## src/core/mpsc_pkg.sv

```systemverilog
// Constants shared by the packet steering control block.
`default_nettype none
package mpsc_pkg;
    // ------------------------------------------------------------
    // Bus and register map
    // ------------------------------------------------------------
    localparam int ADDR_W = 16;
    localparam int DATA_W = 32;
    localparam int NUM_FILT = 8;
    localparam logic [ADDR_W-1:0] ADDR_CTRL = 16'h5820;
    localparam logic [ADDR_W-1:0] ADDR_HOST = 16'h5860;
    // ------------------------------------------------------------
    // Control register fields
    // ------------------------------------------------------------
    localparam int B_REMOTE = 16;
    localparam int B_RX_EN = 17;
    localparam int B_HOLD = 18;
    localparam int B_MGMT_RECEIVE_EVERYTHING = 19;
    localparam int B_MCAST = 20;
    localparam int B_HOST_EN = 21;
    localparam int B_XSUM = 23;
    localparam int B_TYPE_LOCK = 25;
    localparam int B_TYPE_SEL = 26;
    localparam int B_ARP_DIS = 28;
    localparam logic [DATA_W-1:0] CTRL_RESET = 32'h1000_0000;
    // Plain writable fields; the hold and remote bits are handled apart.
    localparam logic [DATA_W-1:0] CTRL_WR_MASK = 32'h16ba_0000;
    localparam logic [DATA_W-1:0] CTRL_RD_MASK = 32'h16bf_0000;
    localparam logic [NUM_FILT-1:0] HOST_RESET = 8'h00;
    localparam logic [DATA_W-1:0] ZERO_WORD = 32'h0000_0000;
endpackage
`default_nettype wire

```

## src/core/mpsc_cfg_if.sv

```systemverilog
// Configuration carried from the register file to the steering logic.
`timescale 1ns/1ps
`default_nettype none
interface mpsc_cfg_if;
    logic rx_en;
    logic mgmt_receive_everything;
    logic mcast_pass;
    logic host_en;
    logic xsum_gate;
    logic type_lock;
    logic type_sel;
    logic arp_dis;
    logic hold;
    logic [mpsc_pkg::NUM_FILT-1:0] host_mask;
    modport src(output rx_en, mgmt_receive_everything, mcast_pass, host_en, xsum_gate, type_lock,
        type_sel, arp_dis, hold, host_mask);
    modport steer(input rx_en, mgmt_receive_everything, mcast_pass, host_en, xsum_gate, type_lock,
        type_sel, arp_dis, host_mask);
    modport phy(input rx_en, hold);
endinterface
`default_nettype wire

```

## src/core/mpsc_phy_guard.sv

```systemverilog
// PHY reset and power hold logic.
`timescale 1ns/1ps
`default_nettype none
module mpsc_phy_guard (
    input wire logic pclk,
    input wire logic presetn,
    mpsc_cfg_if.phy cfg,
    input wire logic pcie_reset,
    input wire logic lowpower_req,
    output logic phy_reset,
    output logic phy_power_keep,
    output logic phy_powerdown
);
    logic next_reset;
    logic next_keep;
    logic next_down;

    // ------------------------------------------------------------
    // Next state
    // ------------------------------------------------------------
    always_comb begin
        next_reset = pcie_reset & ~cfg.hold;
        next_keep = cfg.hold | cfg.rx_en;
        // While held, the power state is frozen where it stands.
        next_down = cfg.hold ? phy_powerdown : (lowpower_req & ~cfg.rx_en);
    end

    always_ff @(posedge pclk or negedge presetn) begin
        if (!presetn) begin
            phy_reset <= 1'b0;
            phy_power_keep <= 1'b0;
            phy_powerdown <= 1'b0;
        end else begin
            phy_reset <= next_reset;
            phy_power_keep <= next_keep;
            phy_powerdown <= next_down;
        end
    end
endmodule
`default_nettype wire

```

## src/core/mpsc_steer.sv

```systemverilog
// Per-packet manageability and host-copy decision.
`timescale 1ns/1ps
`default_nettype none
module mpsc_steer (
    input wire logic pclk,
    input wire logic presetn,
    mpsc_cfg_if.steer cfg,
    input wire logic pkt_valid,
    input wire logic pkt_l2_pass,
    input wire logic pkt_multicast,
    input wire logic pkt_broadcast,
    input wire logic pkt_xsum_ok,
    input wire logic pkt_vlan_tagged,
    input wire logic pkt_arp_request,
    input wire logic pkt_ip_filter_valid,
    input wire logic pkt_ip_match,
    input wire logic [mpsc_pkg::NUM_FILT-1:0] decision_filter_hit,
    input wire logic wake_arp_in,
    output logic mgmt_forward,
    output logic [mpsc_pkg::NUM_FILT-1:0] host_copy,
    output logic wake_arp_hit
);
    import mpsc_pkg::*;

    logic l2_ok;
    logic gate_ok;
    logic routed;
    logic next_fwd;
    logic next_wake;
    logic [NUM_FILT-1:0] next_copy;

    // ------------------------------------------------------------
    // Decision
    // ------------------------------------------------------------
    always_comb begin
        // Multicast pass never admits broadcast frames.
        l2_ok = pkt_l2_pass | (cfg.mcast_pass & pkt_multicast & ~pkt_broadcast);
        gate_ok = cfg.rx_en & l2_ok;
        gate_ok = gate_ok & (~cfg.xsum_gate | pkt_xsum_ok);
        gate_ok = gate_ok & (~cfg.type_lock | (pkt_vlan_tagged == cfg.type_sel));
        gate_ok = gate_ok & (~pkt_arp_request | cfg.arp_dis
            | (pkt_ip_filter_valid & pkt_ip_match));
        routed = cfg.mgmt_receive_everything | (|decision_filter_hit);
        next_fwd = pkt_valid & gate_ok & routed;
        // Wake-up ARP matching ignores the manageability ARP setting.
        next_wake = pkt_valid & pkt_arp_request & wake_arp_in;
    end

    for (genvar n = 0; n < NUM_FILT; n++) begin : g_copy
        assign next_copy[n] = pkt_valid & gate_ok & decision_filter_hit[n]
            & cfg.host_mask[n] & cfg.host_en;
    end

    always_ff @(posedge pclk or negedge presetn) begin
        if (!presetn) begin
            mgmt_forward <= 1'b0;
            host_copy <= HOST_RESET;
            wake_arp_hit <= 1'b0;
        end else begin
            mgmt_forward <= next_fwd;
            host_copy <= next_copy;
            wake_arp_hit <= next_wake;
        end
    end
endmodule
`default_nettype wire

```

## src/core/mpsc_top.sv

```systemverilog
// Management packet steering control: registers, APB slave and wiring.
//
// What this block does
// - Remote management reset sets a sticky flag at bit 16; only power-on clears it.
// - Bit 17 enables forwarding received packets into the manageability block.
// - Bit 18 blocks PHY reset from PCIe resets and freezes PHY power state.
// - Writes to bit 18 are ignored unless the NVM reset-inhibit strap is set.
// - Power-on reset, or a write of 0 while the strap is set, clears bit 18.
// - Bit 19 sends every L2-passed packet to manageability.
// - Bit 20 passes all multicast through L2 filtering, never broadcast.
// - Bit 21 globally gates host copy; clear means no host copies.
// - Bit 23 admits only packets with good L3 and L4 checksums.
// - Bit 25 locks manageability traffic to one tag type.
// - Bit 26 picks untagged when 0, tagged when 1, only while locked.
// - Bit 28 resets to 1 and skips ARP IP matching while set.
// - The ARP setting never alters wake-up ARP matching.
// - Bit 17 keeps the PHY powered in power-saving states.
// - Filter n routed packets also go to host if mask bit n and enable set.
// - Power-on reset clears the host copy mask.
// - Eight decision filters 0 to 7 map onto mask bits 7:0.
//
// Implementation choice: register access over APB.
`timescale 1ns/1ps
`default_nettype none
module mpsc_top (
    input wire logic pclk,
    input wire logic presetn,
    input wire logic psel,
    input wire logic penable,
    input wire logic pwrite,
    input wire logic [mpsc_pkg::ADDR_W-1:0] paddr,
    input wire logic [mpsc_pkg::DATA_W-1:0] pwdata,
    output logic [mpsc_pkg::DATA_W-1:0] prdata,
    output logic pready,
    output logic pslverr,
    input wire logic nvm_phy_reset_inhibit,
    input wire logic remote_reset_req,
    input wire logic pcie_reset_pin_n,
    input wire logic inband_pcie_reset,
    input wire logic lowpower_req,
    input wire logic pkt_valid,
    input wire logic pkt_l2_pass,
    input wire logic pkt_multicast,
    input wire logic pkt_broadcast,
    input wire logic pkt_xsum_ok,
    input wire logic pkt_vlan_tagged,
    input wire logic pkt_arp_request,
    input wire logic pkt_ip_filter_valid,
    input wire logic pkt_ip_match,
    input wire logic [mpsc_pkg::NUM_FILT-1:0] decision_filter_hit,
    input wire logic wake_arp_in,
    output logic mgmt_forward,
    output logic [mpsc_pkg::NUM_FILT-1:0] host_copy,
    output logic wake_arp_hit,
    output logic phy_reset,
    output logic phy_power_keep,
    output logic phy_powerdown
);
    import mpsc_pkg::*;

    logic [DATA_W-1:0] ctrl;
    logic [DATA_W-1:0] next_ctrl;
    logic [NUM_FILT-1:0] host_mask;
    logic [NUM_FILT-1:0] next_host_mask;
    logic [DATA_W-1:0] next_prdata;
    logic next_pready;
    logic next_pslverr;
    logic hit_ctrl;
    logic hit_host;
    logic wr_ctrl;
    logic wr_host;
    logic strap_m;
    logic strap_s;
    logic rrst_m;
    logic rrst_s;
    logic rrst_d;
    logic rrst_pulse;
    logic pin_m;
    logic pin_s_n;
    logic pcie_reset;

    // ------------------------------------------------------------
    // Pin synchronisers
    // ------------------------------------------------------------
    always_ff @(posedge pclk or negedge presetn) begin
        if (!presetn) begin
            strap_m <= 1'b0;
            strap_s <= 1'b0;
            rrst_m <= 1'b0;
            rrst_s <= 1'b0;
            rrst_d <= 1'b0;
            pin_m <= 1'b1;
            pin_s_n <= 1'b1;
        end else begin
            strap_m <= nvm_phy_reset_inhibit;
            strap_s <= strap_m;
            rrst_m <= remote_reset_req;
            rrst_s <= rrst_m;
            rrst_d <= rrst_s;
            pin_m <= pcie_reset_pin_n;
            pin_s_n <= pin_m;
        end
    end

    // The remote reset request is a level; only its rising edge counts as an event.
    assign rrst_pulse = rrst_s & ~rrst_d;
    // Either the synchronised pin or the in-band request asks for a PHY reset.
    assign pcie_reset = ~pin_s_n | inband_pcie_reset;

    // ------------------------------------------------------------
    // APB decode
    // ------------------------------------------------------------
    // The access phase lasts two cycles: pready rises one edge after penable.
    assign hit_ctrl = (paddr == ADDR_CTRL);
    assign hit_host = (paddr == ADDR_HOST);
    // Any other address is answered with pslverr and reads as zero.
    // Writes land at the edge where pready is sampled high.
    assign wr_ctrl = psel & penable & pready & pwrite & hit_ctrl;
    assign wr_host = psel & penable & pready & pwrite & hit_host;

    always_comb begin
        next_pready = psel & penable & ~pready;
        next_pslverr = next_pready & ~(hit_ctrl | hit_host);
        // Read data is zero outside a read answer, so no stale word lingers.
        next_prdata = ZERO_WORD;
        if (next_pready && !pwrite) begin
            if (hit_ctrl) begin
                next_prdata = ctrl & CTRL_RD_MASK;
            end else if (hit_host) begin
                next_prdata = {{(DATA_W - NUM_FILT){1'b0}}, host_mask};
            end
        end
    end

    always_ff @(posedge pclk or negedge presetn) begin
        if (!presetn) begin
            pready <= 1'b0;
            pslverr <= 1'b0;
            prdata <= ZERO_WORD;
        end else begin
            pready <= next_pready;
            pslverr <= next_pslverr;
            prdata <= next_prdata;
        end
    end

    // ------------------------------------------------------------
    // Control and host mask registers
    // ------------------------------------------------------------
    // Only presetn, the internal power-on reset, clears these registers.
    // A remote reset in the same cycle as a write still sets its flag.
    // The strap is looked at on every write, so a late strap still unlocks the hold bit.
    always_comb begin
        next_ctrl = ctrl;
        next_host_mask = host_mask;
        if (wr_ctrl) begin
            next_ctrl = (ctrl & ~CTRL_WR_MASK) | (pwdata & CTRL_WR_MASK);
            if (strap_s) begin
                next_ctrl[B_HOLD] = pwdata[B_HOLD];
            end
        end
        if (rrst_pulse) begin
            next_ctrl[B_REMOTE] = 1'b1;
        end
        if (wr_host) begin
            next_host_mask = pwdata[NUM_FILT-1:0];
        end
    end

    always_ff @(posedge pclk or negedge presetn) begin
        if (!presetn) begin
            ctrl <= CTRL_RESET;
            host_mask <= HOST_RESET;
        end else begin
            ctrl <= next_ctrl;
            host_mask <= next_host_mask;
        end
    end

    // ------------------------------------------------------------
    // Configuration fan-out
    // ------------------------------------------------------------
    // Every setting reaches the steering and PHY logic straight from its register bit.
    mpsc_cfg_if cfg_i ();

    assign cfg_i.rx_en = ctrl[B_RX_EN];
    assign cfg_i.mgmt_receive_everything = ctrl[B_MGMT_RECEIVE_EVERYTHING];
    assign cfg_i.mcast_pass = ctrl[B_MCAST];
    assign cfg_i.host_en = ctrl[B_HOST_EN];
    assign cfg_i.xsum_gate = ctrl[B_XSUM];
    assign cfg_i.type_lock = ctrl[B_TYPE_LOCK];
    assign cfg_i.type_sel = ctrl[B_TYPE_SEL];
    assign cfg_i.arp_dis = ctrl[B_ARP_DIS];
    assign cfg_i.hold = ctrl[B_HOLD];
    assign cfg_i.host_mask = host_mask;

    // The steering decision is registered, so its outputs follow a packet by one cycle.
    mpsc_steer u_steer (
        .pclk(pclk),
        .presetn(presetn),
        .cfg(cfg_i),
        .pkt_valid(pkt_valid),
        .pkt_l2_pass(pkt_l2_pass),
        .pkt_multicast(pkt_multicast),
        .pkt_broadcast(pkt_broadcast),
        .pkt_xsum_ok(pkt_xsum_ok),
        .pkt_vlan_tagged(pkt_vlan_tagged),
        .pkt_arp_request(pkt_arp_request),
        .pkt_ip_filter_valid(pkt_ip_filter_valid),
        .pkt_ip_match(pkt_ip_match),
        .decision_filter_hit(decision_filter_hit),
        .wake_arp_in(wake_arp_in),
        .mgmt_forward(mgmt_forward),
        .host_copy(host_copy),
        .wake_arp_hit(wake_arp_hit)
    );

    // The PHY guard turns the hold and receive bits into reset and power decisions.
    mpsc_phy_guard u_phy (
        .pclk(pclk),
        .presetn(presetn),
        .cfg(cfg_i),
        .pcie_reset(pcie_reset),
        .lowpower_req(lowpower_req),
        .phy_reset(phy_reset),
        .phy_power_keep(phy_power_keep),
        .phy_powerdown(phy_powerdown)
    );
endmodule
`default_nettype wire
```

## config.mk

```make
export PLATFORM = sky130hd
export DESIGN_NAME = mpsc_top
export DESIGN_NICKNAME = d
export VERILOG_FILES = /design/src/core/mpsc_pkg.sv /design/src/core/mpsc_cfg_if.sv /design/src/core/mpsc_phy_guard.sv /design/src/core/mpsc_steer.sv /design/src/core/mpsc_top.sv
export SDC_FILE = /design/constraint.sdc
export NUM_CORES = 1
export LEC_CHECK = 0
export ABC_AREA = 1
export BUFFER_PORTS_ARGS = -buffer_cell sky130_fd_sc_hd__buf_4
export CELL_PAD_IN_SITES_DETAIL_PLACEMENT = 1
export CELL_PAD_IN_SITES_GLOBAL_PLACEMENT = 2
export CORE_MARGIN = 3
export CORE_UTILIZATION = 27
export CTS_CLUSTER_SIZE = 16
export DETAILED_ROUTE_END_ITERATION = 16
export PLACE_DENSITY = 0.85
export SYNTH_ARGS = -nofsm -noshare
export SYNTH_HDL_FRONTEND = slang
export SYNTH_SLANG_ARGS = --single-unit
```

## constraint.sdc

```tcl
create_clock -name pclk -period 2.5 [get_ports pclk]
set_input_delay 0.125 -clock pclk [delete_from_list [all_inputs] [get_ports pclk]]
set_output_delay 0.125 -clock pclk [all_outputs]
set_load 0.02 [all_outputs]
```

Word level (Yosys, flattened, before mapping)
Index checks and enable logic that the tools add are counted.

word-level totals
  bits of input ports = 76
  bits in latches = 0
  memory bits (read-only) = 0
  memories kept = 0
  RAM bits = 0
  flip-flop bits (word level) = 94
  output and inout bits = 47

cells by class
  multiply operators = 0
  reductions and logical operators = 4
  shift operators = 0
  order comparisons = 0
  add/sub/neg operators = 0
  bitwise operators = 65
  multiplexer cells = 6
  equal/unequal tests = 3
  div/mod/pow operators = 0

operators with widths
  kind                    count
  $and A1 B1 Y1           45
  $eq A16 B15 Y1 const B  2
  $mux W32                1
  $or A32 B29 Y32         1
  $mux W29                1
  $mux W17                1
  $not A1 Y1              10
  $or A1 B1 Y1            9
  $mux W8                 1
  $reduce_or A8 Y1        1
  $mux W1                 2
  $reduce_bool A2 Y1      1
  $eq A1 B1 Y1            1
  $logic_and A1 B1 Y1     1
  $logic_not A1 Y1        1

Depth between registers and ports, before layout
  depth after elaboration = 11
  depth in mapped cells = 8
  gate-level depth less buffers = 8

Hierarchy
A second synthesis with hierarchy kept.

unflattened totals
  cells, all modules = 269
  area total of the unflattened synthesis = 2,432.3 µm²

modules (own cells, without submodules)
  module          cells each  times used  area each (µm²)
  mpsc_top        206         1           1,864.3
  mpsc_steer      53          1           464.2
  mpsc_phy_guard  10          1           103.8

Worst setup path before layout
No wires, ideal clock.

  path type = register to register
  from = reg pready
  to = reg host_mask[5], in the netlist cfg_i.host_mask[5]
  library setup time = 121 ps
  arrival = 1,194 ps
  period minus slack after synthesis = 1,315 ps
  path buffers = 1
  stages on the path, launching flop included = 7
  setup slack = 1,185 ps
  required time = 2,379 ps
  cells stage by stage = dfrtp_1 nand2_1 nor2_1 nand3_2 buf_2 nand2_1 o21ai_1

on the way
  cells in the longest elaborated chain, start to end = 3

ends and longest elaborated chain
  element                      line             source
  start: declaration           mpsc_top.sv:34   output logic pready,
  start signal: assignment     mpsc_top.sv:141  pready <= next_pready;
  $and A1 B1 Y1 (3 in series)  mpsc_top.sv:119  assign wr_host = psel & penable & pready & pwrite & hit_host;
  end signal: assignment       mpsc_top.sv:176  host_mask <= next_host_mask;
  end: declaration             mpsc_top.sv:63   logic [NUM_FILT-1:0] host_mask;

Every way passes these cells.
A chain may end at the register's enable or synchronous reset.

Final worst setup path
  from = reg pready
  to = reg prdata[7] (netlist name)

on the way
  cells in the longest elaborated chain, start to end = 4

ends and longest elaborated chain
  element                   line             source
  $not A1 Y1                mpsc_top.sv:122  next_pready = psel & penable & ~pready;
  $and A1 B1 Y1             mpsc_top.sv:122
  named net next_pready     mpsc_top.sv:66   logic next_pready;
  $logic_and A1 B1 Y1       mpsc_top.sv:126  if (next_pready && !pwrite) begin
  $mux W32                  mpsc_top.sv:126
  named net next_prdata[7]  mpsc_top.sv:65   logic [DATA_W-1:0] next_prdata;
  end signal: assignment    mpsc_top.sv:143  prdata <= next_prdata;
  end: declaration          mpsc_top.sv:33   output logic [mpsc_pkg::DATA_W-1:0] prdata,

The timed path passes the listed nets, and every way through them passes these cells.

==> run_results.csv <==
group,metric,value,unit
yosys,yosys_warnings,0,
place,place_ws,0.836,ns
pwr,intPower,1.55,mW
setup_path,crit_path_end_kind,"flip-flop",
yosys,synth_top_family_by_area,"simple AND/OR/NAND/NOR gates",
place,io_buffers,93,
cells_and_area,final_cells,480,
yosys,yosys.area_share.simple,25.9,%
run,max-cap-violations,0,
yosys,synth_xor_area_share,0.367,%
setup_path,crit_path_max_fanout,8,
floorplan,row_count,33,
setup_path,arrival,1.71,ns
yosys,synthesis.area,0.00239,sq mm
route,vias,2008,
place,placed_cells,452,
floorplan,die_area,0.0100,sq mm
place,hpwl,4860,um
timing,worstMarginPinSlew,0.732,ns
clocking,post_cts_buffers,0,
global_routing,grt_pass1_wl,10600,um
pwr,pwr-share-seq,47.8,%
timing,relSlewSlack,51.2,%
route,drcViolationCount,0,
cells_and_area,antenna_cells,0,
yosys,ys_ff_latch,58,
global_routing,grt_use_total,13.6,%
setup_path,start_kind,"flip-flop",
timing,finClkSkew,0.00846,ns
status,outcome,"completed",
cells_and_area,layout-drive-gt1-share,32.8,%
clocking,cts.htree.levels,3,
global_routing,grt_pass1_vias,2203,
yosys,syn_area_per_cell,9.21,sq um
cells_and_area,area_growth,44.7,%
floorplan,start_util,28.5,%
route,viasPerCell,4.18,
clocking,insertion_delay,0.32,ns
pwr,p_leak,1.78,nW
clocking,cts_tree,"built",
yosys,synth-seq-area-share,61.0,%
route,firstDrtPassIters,4,
floorplan,dieHeight,100,um
route,drt_iter0_drc,59,
yosys,muxShareOfSynthArea,0,%
clocking,cts.sinks,58,
timing,final-hold-violation-count,0,
pwr,p_switching,0.446,mW
cells_and_area,n_fill_cell,1018,
clocking,numCtsBuffers,9,
yosys,synth_compound_area_share,2.62,%
clocking,ctsHoldBuffers,12,
global_routing,overflow,0,
route,wl,6520,um
pwr,power_density,577,mW/mm^2
timing,setup-tns-final,0,ns
floorplan,fp.dieW,100,um
cells_and_area,finish.utilization,41.2,%
cells_and_area,layout.nets,446,
clocking,cts_root_buf,"clkbuf_8",
pwr,swShare,22.4,%
floorplan,ios,123,
timing,fin_ws,1.03,ns
timing,hold_ws,0.0356,ns
global_routing,antenna_found_initial,0,
pwr,fin_total_pwr,1.99,mW
timing,finalCritPeriodShare,58.7,%
cells_and_area,finish.instance_area,0.00345,sq mm
yosys,ys_types,25,
timing,slew_violations,0,
pwr,clkPwrFrac,43.7,%
min_path,hold_class,"primary input to flip-flop",
place,place_congestion,0.730,
timing,max_freq,0.682,GHz
route,avgRoutedWirePerCell,13.6,um
clocking,ctsResizeCount,0,
global_routing,grt_max_degree,59,
clocking,clkTransAtPathRegs,0.06,ns
yosys,syn_inst,259,
floorplan,core_area,0.00838,sq mm
yosys,yosys.area_share.adder,0,%
clocking,cts_buffer_depth,2,
setup_path,required,2.75,ns
setup_path,timing_worst_setup_path_type,"flip-flop to flip-flop",
pwr,ir_worst_vdd,0.221,mV
timing,setup_viol,0,
place,placed_area,0.00313,sq mm
pwr,combPwrFrac,8.5,%
timing,fin_crit,1.47,ns
timing,rsz0062_at_grt,"false",
route,route.antenna.remaining_nets,0,
-- per-layer routing --
layer	track usage [%]	share of wire, %	vias to the layer above
li1	-	-	985
met1	15.9	40	960
met2	24.4	53	56
met3	3.20	6.2	7
met4	4.66	1.0	0
met5	0	0	-
-- path summary, 6_finish.rpt --
path / end / depth (start not counted) / from / slack, ns
worst max-delay path: prdata[7] / 5 / pready / 1.03
worst min-delay path: u_steer.wake_arp_hit / 3 / pkt_arp_request / 0.04
worst max register to register: prdata[7] / 5 / pready / 1.03
worst min register to register: rrst_s / 0 / rrst_m / 0.35
max in group asynchronous: ctrl[21] / 2 / presetn / 1.60
min in group asynchronous: u_phy.phy_reset / 2 / presetn / 0.40
-- cells by family after synthesis --
logic type / Yosys count
flops: 58
compound gates: 12
simple gates: 140
other cells: 1
buf+inv: 47
xor+xnor: 1
-- critical path, stage by stage (launching register included) --
cell and delay, ns:
dfrtp_1 0.40, nor2_1 0.23, nand2_2 0.19, inv_2 0.17, nand3_2 0.22, nor2_1 0.18
-- area by class of cell --
cell class / count / area, sq um / area share [%]
well taps: 105 / 131 / 3.80
multi-input cells: 167 / 741 / 21.4
inverters: 29 / 109 / 3.15
clock inverters: 3 / 40.0 / 1.16
repair buffers: 105 / 818 / 23.7
flip-flops and latches: 58 / 1460 / 42.1
clock buffers: 13 / 159 / 4.60
-- cell usage in the layout, fill, tap and decap left out --
cell / synthesis / layout
inv_1: 28 / 28
conb_1: 1 / 14
dfstp_2: 3 / 3
nand2_1: 69 / 69
o21ai_1: 8 / 8
xor2_1: 1 / 1
bufinv_16: 0 / 1
nor2_2: 2 / 2
inv_2: 1 / 1
nor2_1: 39 / 39
o21ai_0: 1 / 1
nor3_2: 5 / 5
buf_4: 14 / 93
clkbuf_8: 0 / 11
a21oi_1: 2 / 2
and2_0: 1 / 1
dfrtp_1: 55 / 55
nor3_1: 3 / 3
nand3_1: 13 / 13
clkbuf_1: 0 / 2
nand3_2: 2 / 2
dlygate4sd3_1: 0 / 12
nand4_1: 3 / 3
clkinv_2: 0 / 2
nor2_4: 1 / 1
nand2_2: 2 / 2
o21bai_1: 1 / 1
-- flip-flops by register name (all words and copies together) (netlist names), 8 cells and up --
signal,cells
u_steer.host_copy,8
prdata,18
cfg_i.host_mask,8
ctrl,10
-- Yosys cell counts --
cell	count	area [sq um]
nand4_1	3	18.8
conb_1	1	3.75
nand3_2	2	20.0
nor2_2	2	12.5
nor3_1	3	15.0
dfstp_2	3	78.8
o21ai_0	1	5.00
and2_0	1	6.26
o21bai_1	1	7.51
buf_1	1	3.75
xor2_1	1	8.76
inv_1	28	105
nor2_4	1	11.3
buf_6	1	11.3
buf_4	14	105
a21oi_1	2	10.0
nand2_2	2	12.5
nand2_1	69	259
nor2_1	39	146
inv_2	1	3.75
buf_2	2	10.0
nor3_2	5	50.1
o21ai_1	8	40.0
nand3_1	13	65.1
dfrtp_1	55	1380
-- power by group through the flow --
stage                     Combinational (mW)  Sequential (mW)  Clock, mW
final                                  0.170            0.953      0.871
after global routing                   0.189            0.954      0.942
after CTS                              0.173            0.953      0.897
after detailed placement               0.157            0.971          0
after global placement                 0.153            0.970          0
after floorplan                       0.0591            0.975          0
No activity file was read; power rests on OpenSTA's default activity.
